**src/hpr_pkg.sv**
```systemverilog
// Shared constants and types for the host port with delayed status views
package hpr_pkg;
    // Timing of late status updates
    localparam int CLK_NS = 40;
    localparam int TX_INFO_NS = 135;
    localparam int RX_INFO_NS = 135;
    localparam int DROP_NS = 180;
    // Longest times round down, never below one cycle
    localparam int TX_INFO_CYC = (TX_INFO_NS / CLK_NS < 1) ? 1 : TX_INFO_NS / CLK_NS;
    localparam int RX_INFO_CYC = (RX_INFO_NS / CLK_NS < 1) ? 1 : RX_INFO_NS / CLK_NS;
    localparam int DROP_CYC = (DROP_NS / CLK_NS < 1) ? 1 : DROP_NS / CLK_NS;

    localparam int ADDR_W = 6;
    localparam int DATA_W = 32;
    localparam int TXF_DEPTH = 8;
    localparam int TXL_W = 4;
    localparam int RXL_W = 8;
    localparam int DROP_W = 16;

    // Word addresses on the host port
    localparam logic [ADDR_W-1:0] ADDR_RX_DATA = 6'h00;
    localparam logic [ADDR_W-1:0] ADDR_TX_DATA = 6'h08;
    localparam logic [ADDR_W-1:0] ADDR_ID = 6'h14;
    localparam logic [ADDR_W-1:0] ADDR_BYTE_TEST = 6'h19;
    localparam logic [ADDR_W-1:0] ADDR_RX_INFO = 6'h1E;
    localparam logic [ADDR_W-1:0] ADDR_TX_INFO = 6'h20;
    localparam logic [ADDR_W-1:0] ADDR_RX_DROP = 6'h28;

    // Identity value is arbitrary
    localparam logic [DATA_W-1:0] ID_VALUE = 32'h0000_1234;
    // Byte order pattern is arbitrary, only needs four distinct bytes
    localparam logic [DATA_W-1:0] BYTE_TEST_VALUE = 32'hA5C3_0F96;
    localparam logic [DATA_W-1:0] DATA_ZERO = 32'h0000_0000;
    localparam logic [DROP_W-1:0] DROP_ONE = 16'h0001;
    localparam logic [DROP_W-1:0] DROP_ZERO = 16'h0000;

    typedef enum logic [1:0] {ST_IDLE, ST_READ, ST_WRITE} hpr_state_t;
endpackage : hpr_pkg

```
**src/hpr_fifo.sv**
```systemverilog
// Flip-flop FIFO with valid/ready on both sides and a fill level
`timescale 1ns/1ps
module hpr_fifo #(
    parameter int WIDTH = 32,
    parameter int DEPTH = 8
) (
    input wire logic clk,
    input wire logic resetn,
    input wire logic inValid,
    output logic inReady,
    input wire logic [WIDTH-1:0] inData,
    output logic outValid,
    input wire logic outReady,
    output logic [WIDTH-1:0] outData,
    output logic [$clog2(DEPTH+1)-1:0] level
);
    localparam int PW = $clog2(DEPTH);
    localparam int CW = $clog2(DEPTH+1);
    localparam logic [CW-1:0] FULL = CW'(DEPTH);
    localparam logic [PW-1:0] LAST = PW'(DEPTH - 1);

    logic [WIDTH-1:0] mem_r [DEPTH];
    logic [PW-1:0] wrPtr_r, wrPtr_nxt, rdPtr_r, rdPtr_nxt;
    logic [CW-1:0] count_r, count_nxt;
    logic push, pop;

    assign inReady = count_r != FULL;
    assign outValid = count_r != '0;
    assign outData = mem_r[rdPtr_r];
    assign level = count_r;
    assign push = inValid && inReady;
    assign pop = outValid && outReady;

    always_comb begin
        wrPtr_nxt = wrPtr_r;
        rdPtr_nxt = rdPtr_r;
        count_nxt = count_r;
        if (push) begin
            wrPtr_nxt = (wrPtr_r == LAST) ? '0 : wrPtr_r + 1'b1;
        end
        if (pop) begin
            rdPtr_nxt = (rdPtr_r == LAST) ? '0 : rdPtr_r + 1'b1;
        end
        if (push && !pop) begin
            count_nxt = count_r + 1'b1;
        end else if (pop && !push) begin
            count_nxt = count_r - 1'b1;
        end
    end

    always_ff @(posedge clk or negedge resetn) begin
        if (!resetn) begin
            wrPtr_r <= '0;
            rdPtr_r <= '0;
            count_r <= '0;
        end else begin
            wrPtr_r <= wrPtr_nxt;
            rdPtr_r <= rdPtr_nxt;
            count_r <= count_nxt;
        end
    end

    // Storage has no reset; only written words are ever read
    always_ff @(posedge clk) begin
        if (push) begin
            mem_r[wrPtr_r] <= inData;
        end
    end
endmodule : hpr_fifo

```
**src/hpr_host_port.sv**
```systemverilog
// Strobe-framed host port with transmit FIFO and late-updating status views
//
// Summary of operation
// - Plain, burst, receive-FIFO direct and direct burst reads are served, framed by select and read strobe together.
// - Only writes to the transmit data address are taken, once per strobe, while select and write strobe are low; other writes are ignored.
// - The shown transmit FIFO level follows a write within at most 135 ns.
// - Side effects of some reads reach status views only after a delay.
// - A read starts when select and read strobe are both low and ends when either rises.
`timescale 1ns/1ps
module hpr_host_port (
    input wire logic clk,
    input wire logic resetn,
    input wire logic host_chip_select_n,
    input wire logic host_read_strobe_n,
    input wire logic host_write_strobe_n,
    input wire logic [hpr_pkg::ADDR_W-1:0] hostAddr,
    input wire logic hostFifoSel,
    input wire logic [hpr_pkg::DATA_W-1:0] hostWrData,
    output logic [hpr_pkg::DATA_W-1:0] hostRdData,
    output logic hostRdOe,
    output logic hostTxReady,
    output logic [hpr_pkg::DATA_W-1:0] txData,
    output logic txValid,
    input wire logic txReady,
    input wire logic [hpr_pkg::DATA_W-1:0] rxData,
    input wire logic rxValid,
    output logic rxDataPop,
    input wire logic [hpr_pkg::RXL_W-1:0] rxLevel,
    input wire logic rxDropEvent
);
    ////////////////////////////////////////////////////////////////////////////
    localparam int TXC = hpr_pkg::TX_INFO_CYC;
    localparam int RXC = hpr_pkg::RX_INFO_CYC;
    localparam int DRC = hpr_pkg::DROP_CYC;
    localparam int DATA_W = hpr_pkg::DATA_W;

    function automatic logic isRxData(input logic [hpr_pkg::ADDR_W-1:0] a, input logic sel);
        isRxData = sel || (a == hpr_pkg::ADDR_RX_DATA);
    endfunction : isRxData

    hpr_pkg::hpr_state_t state_r, state_nxt;
    logic [hpr_pkg::ADDR_W-1:0] addrPrev_r, addrPrev_nxt;
    logic [hpr_pkg::DATA_W-1:0] rdData_r, rdData_nxt;
    logic [hpr_pkg::DROP_W-1:0] dropCnt_r, dropCnt_nxt;
    logic [hpr_pkg::TXL_W-1:0] txPipe_r [TXC];
    logic [hpr_pkg::TXL_W-1:0] txPipe_nxt [TXC];
    logic [hpr_pkg::RXL_W-1:0] rxPipe_r [RXC];
    logic [hpr_pkg::RXL_W-1:0] rxPipe_nxt [RXC];
    logic [hpr_pkg::DROP_W-1:0] dropPipe_r [DRC];
    logic [hpr_pkg::DROP_W-1:0] dropPipe_nxt [DRC];
    logic [hpr_pkg::TXL_W-1:0] txLevel;
    logic readBoth, writeBoth, readStart, wordStep, txPush, dropClear;
    logic [hpr_pkg::DATA_W-1:0] readMux;

    ////////////////////////////////////////////////////////////////////////////
    // Cycle framing
    assign readBoth = !host_chip_select_n && !host_read_strobe_n;
    assign writeBoth = !host_chip_select_n && !host_write_strobe_n;
    assign readStart = readBoth && (state_r != hpr_pkg::ST_READ);
    // A burst presents a new word each time the address moves under held strobes
    assign wordStep = readStart
        || (state_r == hpr_pkg::ST_READ && readBoth && hostAddr != addrPrev_r);
    assign txPush = writeBoth && (state_r != hpr_pkg::ST_WRITE)
        && hostAddr == hpr_pkg::ADDR_TX_DATA;
    assign rxDataPop = wordStep && isRxData(hostAddr, hostFifoSel) && rxValid;
    assign dropClear = wordStep && !hostFifoSel && hostAddr == hpr_pkg::ADDR_RX_DROP;
    assign hostRdOe = (state_r == hpr_pkg::ST_READ) && readBoth;
    assign hostRdData = rdData_r;

    always_comb begin
        readMux = hpr_pkg::DATA_ZERO;
        if (isRxData(hostAddr, hostFifoSel)) begin
            readMux = rxValid ? rxData : hpr_pkg::DATA_ZERO;
        end else begin
            unique case (hostAddr)
                hpr_pkg::ADDR_ID: readMux = hpr_pkg::ID_VALUE;
                hpr_pkg::ADDR_BYTE_TEST: readMux = hpr_pkg::BYTE_TEST_VALUE;
                hpr_pkg::ADDR_TX_INFO: readMux = DATA_W'(txPipe_r[TXC-1]);
                hpr_pkg::ADDR_RX_INFO: readMux = DATA_W'(rxPipe_r[RXC-1]);
                hpr_pkg::ADDR_RX_DROP: readMux = DATA_W'(dropPipe_r[DRC-1]);
                default: readMux = hpr_pkg::DATA_ZERO;
            endcase
        end
    end

    ////////////////////////////////////////////////////////////////////////////
    // Port state, read data and drop counter
    always_comb begin
        state_nxt = readBoth ? hpr_pkg::ST_READ
            : (writeBoth ? hpr_pkg::ST_WRITE : hpr_pkg::ST_IDLE);
        addrPrev_nxt = hostAddr;
        rdData_nxt = wordStep ? readMux : rdData_r;
        // Event in the clearing cycle survives as a count of one
        if (dropClear) begin
            dropCnt_nxt = rxDropEvent ? hpr_pkg::DROP_ONE : hpr_pkg::DROP_ZERO;
        end else begin
            dropCnt_nxt = dropCnt_r + (rxDropEvent ? hpr_pkg::DROP_ONE : hpr_pkg::DROP_ZERO);
        end
    end

    always_ff @(posedge clk or negedge resetn) begin
        if (!resetn) begin
            state_r <= hpr_pkg::ST_IDLE;
            addrPrev_r <= '0;
            rdData_r <= '0;
            dropCnt_r <= '0;
        end else begin
            state_r <= state_nxt;
            addrPrev_r <= addrPrev_nxt;
            rdData_r <= rdData_nxt;
            dropCnt_r <= dropCnt_nxt;
        end
    end

    ////////////////////////////////////////////////////////////////////////////
    // Delayed status views; a fixed pipe bounds the lag even under back-to-back traffic
    always_comb begin
        txPipe_nxt[0] = txLevel;
        rxPipe_nxt[0] = rxLevel;
        dropPipe_nxt[0] = dropCnt_r;
        for (int i = 1; i < TXC; i++) begin
            txPipe_nxt[i] = txPipe_r[i-1];
        end
        for (int i = 1; i < RXC; i++) begin
            rxPipe_nxt[i] = rxPipe_r[i-1];
        end
        for (int i = 1; i < DRC; i++) begin
            dropPipe_nxt[i] = dropPipe_r[i-1];
        end
    end

    always_ff @(posedge clk or negedge resetn) begin
        if (!resetn) begin
            for (int i = 0; i < TXC; i++) begin
                txPipe_r[i] <= '0;
            end
            for (int i = 0; i < RXC; i++) begin
                rxPipe_r[i] <= '0;
            end
            for (int i = 0; i < DRC; i++) begin
                dropPipe_r[i] <= '0;
            end
        end else begin
            txPipe_r <= txPipe_nxt;
            rxPipe_r <= rxPipe_nxt;
            dropPipe_r <= dropPipe_nxt;
        end
    end

    ////////////////////////////////////////////////////////////////////////////
    // Transmit data buffer; a full buffer drops the write, so the host watches ready
    hpr_fifo #(
        .WIDTH(hpr_pkg::DATA_W),
        .DEPTH(hpr_pkg::TXF_DEPTH)
    ) u_tx_fifo (
        .clk(clk),
        .resetn(resetn),
        .inValid(txPush),
        .inReady(hostTxReady),
        .inData(hostWrData),
        .outValid(txValid),
        .outReady(txReady),
        .outData(txData),
        .level(txLevel)
    );

    ////////////////////////////////////////////////////////////////////////////
    chk_tx_info_lag: assert property (@(posedge clk) disable iff (!resetn)
        1'b1 ##TXC 1'b1 |-> txPipe_r[TXC-1] == $past(txLevel, TXC))
        else $error("tx level view lag wrong");
    chk_rx_info_lag: assert property (@(posedge clk) disable iff (!resetn)
        1'b1 ##RXC 1'b1 |-> rxPipe_r[RXC-1] == $past(rxLevel, RXC))
        else $error("rx level view lag wrong");
    chk_drop_view_lag: assert property (@(posedge clk) disable iff (!resetn)
        1'b1 ##DRC 1'b1 |-> dropPipe_r[DRC-1] == $past(dropCnt_r, DRC))
        else $error("drop view lag wrong");
    chk_oe_both_low: assert property (@(posedge clk) disable iff (!resetn)
        hostRdOe |-> !host_chip_select_n && !host_read_strobe_n && $past(readBoth))
        else $error("read data driven outside a read");
    chk_pop_on_start: assert property (@(posedge clk) disable iff (!resetn)
        rxDataPop |-> rxValid && (readStart || hostAddr != addrPrev_r))
        else $error("rx pop without new read word");
    chk_id_read_data: assert property (@(posedge clk) disable iff (!resetn)
        readStart && !hostFifoSel && hostAddr == hpr_pkg::ADDR_ID
        |=> hostRdData == hpr_pkg::ID_VALUE)
        else $error("identity read data wrong");
    chk_tx_push_write: assert property (@(posedge clk) disable iff (!resetn)
        writeBoth && !$past(writeBoth) && hostAddr == hpr_pkg::ADDR_TX_DATA && hostTxReady
        && !txValid |=> txValid)
        else $error("tx write not buffered");
    chk_drop_set_wins: assert property (@(posedge clk) disable iff (!resetn)
        dropClear |=> dropCnt_r == ($past(rxDropEvent) ? hpr_pkg::DROP_ONE : hpr_pkg::DROP_ZERO))
        else $error("drop counter clear wrong");
endmodule : hpr_host_port

```
**config.mk**
```make
export PLATFORM = sky130hd
export DESIGN_NAME = hpr_host_port
export DESIGN_NICKNAME = d
export VERILOG_FILES = /design/src/hpr_pkg.sv /design/src/hpr_fifo.sv /design/src/hpr_host_port.sv
export SDC_FILE = /design/constraint.sdc
export NUM_CORES = 1
export LEC_CHECK = 0
export BUFFER_PORTS_ARGS = -buffer_cell sky130_fd_sc_hd__clkbuf_2
export CELL_PAD_IN_SITES_DETAIL_PLACEMENT = 1
export CELL_PAD_IN_SITES_GLOBAL_PLACEMENT = 1
export CORE_AREA = 2 2 252 254
export CTS_CLUSTER_SIZE = 24
export DETAILED_ROUTE_END_ITERATION = 8
export DIE_AREA = 0 0 254 256
export PLACE_DENSITY_LB_ADDON = 0.1
export SLEW_MARGIN = 20
export SYNTH_ARGS = -nofsm -noshare
export SYNTH_HDL_FRONTEND = slang
export SYNTH_SLANG_ARGS = --single-unit
```
**constraint.sdc**
```tcl
create_clock -name clk -period 6.06 [get_ports clk]
set_input_delay 0.303 -clock clk [delete_from_list [all_inputs] [get_ports clk]]
set_output_delay 0.303 -clock clk [all_outputs]
set_load 0.02 [all_outputs]
```
==> flow_summary.yaml <==
logic_synthesis:
  ys_warn_count: 0
  syn_nets: 923
  ys_ff_latch: 422
  async_flop_share: 0.393
  netlist_area_um2: 15500
  synth_edf_count: 256
  avgSynthCellArea_um2: 18.7
  ys.flop_type: "edfxtp_1"
  seq_area_frac_synth: 0.766
  netlist_instances: 826
  yosysTopAreaCell: "edfxtp_1"
  synth_area_leaders: "edfxtp_1 (50%), dfrtp_1 (27%), mux4_2 (9.3%), mux2_2 (2.6%), nand2_1 (1.3%)"
  yosysTopAreaCellShare: 0.498
  synthDistinctLibCells: 42
route:
  drt_iter0_drc: 401
  final_antenna_net_count: 0
  route.detailed.drc: 0
  wirelength_met1_um: 17600
  via_per_inst: 4.15
  wirelength_um: 37900
  top_layer_used: "met5"
  wl_met2_um: 18000
  wl_per_cell_um: 19.3
  wl_met3_um: 1450
  num_vias: 8145
  dr.pass1.iters: 4
power_and_ir_drop:
  p_leak_nw: 7.31
  p_per_area_nw_per_um2: 407
  vdd_drop_max_mv: 0.211
clocking:
  cts_tree: "built"
  cts_buffers: 49
  clk_pin_slew_ns: 0.06
  clk_path_buf_depth: 3
  clk_latency_ns: 0.58
  root_buffer: "clkbuf_16"
  cts_sinks: 422
  cts.htree.levels: 2
  cts_resized: 0
  cts_hold_buf: 69
  cts_setup_buffers: 0
global_routing:
  antenna_found_initial: 1
  grt_use_total: 0.118
  grt_max_degree: 66
  grt_overflow: 0
  grt_pass1_vias: 8960
  grt_pass1_wl_um: 57800
floorplan:
  core_um2: 62400
  fp.dieW_um: 254
  die-area_um2: 65000
  start_util: 0.248
  die_y_um: 256
  ios: 155
  row_count: 92
setup_path:
  r2r_slack_ns: 3.27
  r2r-start: "state_r[1]"
  r2r_cells: 7
  r2r-end: "dropCnt_r[0]"
  startpoint: "u_tx_fifo.rdPtr_r[0]"
  cp_max_fo: 45
  path_class: "register to output pin"
  worstPathRequired_ns: 5.76
  cp-end-kind: "output pin"
  arrival_ns: 3.28
  start_kind: "register"
  endpoint: "txData[19]"
finish:
  syn_to_final_growth_pct: 26.9
  final_cell_mix: "edfxtp_1 (256), dfrtp_1 (163), clkbuf_2 (153), dlygate4sd3_1 (69), mux4_2 (64)"
  num_antenna_cells: 0
  fin_nets: 1177
  mostFrequentLayoutCell: "edfxtp_1"
  drive_above_1_share: 0.326
  final_cells: 1965
sta:
  worst_slew_pin_slew_ns: 0.969
  fin_tns_setup_ns: 0
  drv_slew: 0
  hold_viol: 0
  finalSetupViolCount: 0
  slew_headroom: 0.354
  min_period_ns: 3.59
  post-route-period-util: 0.592
  rsz0062_at_grt: "no"
  skew_ns: 0.0347
  max_freq_mhz: 279
hold_path:
  hold_class: "primary input to register"
place:
  dpl.cell_count: 1806
  io_buffers: 154
  gp_congestion: 0.728
  dp_hpwl_um: 23100
run_status:
  status: "finished, final reports clean"
run:
  drv_cap: 0
[per-layer routing]
| metal | track usage | up-vias |
|---|---|---|
| met5 | 0 | - |
| met3 | 0.0229 | 55 |
| met4 | 0.0351 | 2 |
| li1 | - | 3669 |
| met1 | 0.164 | 4289 |
| met2 | 0.187 | 130 |
[critical path, cell delays in order (launching register included)]
cell and delay, ns:
dfrtp_4 1.07, buf_4 0.57, mux4_2 0.58, mux2_2 0.28, clkbuf_2 0.16
[cell usage after synthesis, types with 2 or more instances]
cell	count
edfxtp_1	256
buf_6	2
a21o_1	9
nand4_1	6
dfrtp_1	166
a31o_2	2
a22oi_1	11
xnor2_1	5
and4_1	2
a21oi_1	32
nand2_1	53
buf_2	9
ha_1	9
o21ai_1	4
mux2_2	35
xor2_1	19
nor3_1	5
o21ai_0	26
clkbuf_1	19
nor2b_1	14
and2_1	5
nor3b_1	5
nand3_1	11
mux4_2	64
buf_1	4
nor2_1	27
inv_1	2
nand2b_1	8
buf_4	3
[cell type report]
class | instances | area [µm²]
inverters | 2 | 7.51
well taps | 846 | 1060
fillers | 6517 | 42800
multi-input cells | 365 | 3480
clock buffers | 64 | 1360
repair buffers | 240 | 1600
flip-flops and latches | 422 | 11900
clock inverters | 26 | 250
[state kept, by name, summed over array words and instances, names as in the netlist]
signal	cells
dropCnt_r	16
dropPipe_nxt	48
state_r	2
rxPipe_nxt	16
txPipe_r	4
u_tx_fifo.level	4
dropPipe_r	16
txPipe_nxt	8
rxPipe_r	8
hostRdData	32
u_tx_fifo.mem_r	256
u_tx_fifo.rdPtr_r	3
addrPrev_r	6
u_tx_fifo.wrPtr_r	3
[cell families (layout without fill, tap and decap cells)]
group                    count (synthesis)  after routing  share of synthesized area
AND/OR/NAND/NOR                        143            143                     0.0458
adder cells (fa/ha/maj)                 10             10                    0.00858
flip-flops                             422            422                      0.766
multiplexers                            99             99                      0.119
AO/OA/AOI/OAI                           89             89                     0.0349
buffers and inverters                   39            332                     0.0119
XOR/XNOR                                24             24                     0.0136
[power breakdown]
part	total (mW)	leakage, nW	internal [mW]	switching [mW]
Clock	2.91	0.793	1.72	1.19
Sequential	3.56	4.42	3.26	0.305
Combinational	1.50	2.10	0.758	0.742
[worst min path at each step]
stage | startpoint | endpoint | slack (ns) | depth (start not counted)
3_5_place_dp | resetn | dropPipe_nxt[47] | 0.27 | 1
5_1_grt | hostWrData[25] | u_tx_fifo.mem_r[1][25] | 0.02 | 1
3_3_place_gp | resetn | dropPipe_nxt[47] | 0.27 | 1
4_1_cts | hostWrData[14] | u_tx_fifo.mem_r[5][14] | 0.003 | 1
2_1_floorplan | resetn | addrPrev_r[0] | 0.007 | 0
6_report | hostWrData[14] | u_tx_fifo.mem_r[7][14] | 0.04 | 1
[metrics by stage]
step | cell area (µm²) | hold slack, ns | setup slack, ns | total power [mW] | util
floorplan | 15500 | 0.00741 | 1.90 | 4.56 | -
global placement | 17300 | 0.272 | 2.82 | 5.14 | 0.277
detailed placement | 17300 | 0.275 | 2.76 | 5.14 | 0.277
CTS | 19600 | 0.00305 | 2.28 | 8.15 | 0.314
global route | 19600 | 0.0187 | 2.17 | 8.38 | 0.314
finish | 19600 | 0.0366 | 2.47 | 7.97 | 0.314
Note: power is estimated with default switching activity, not from simulation.
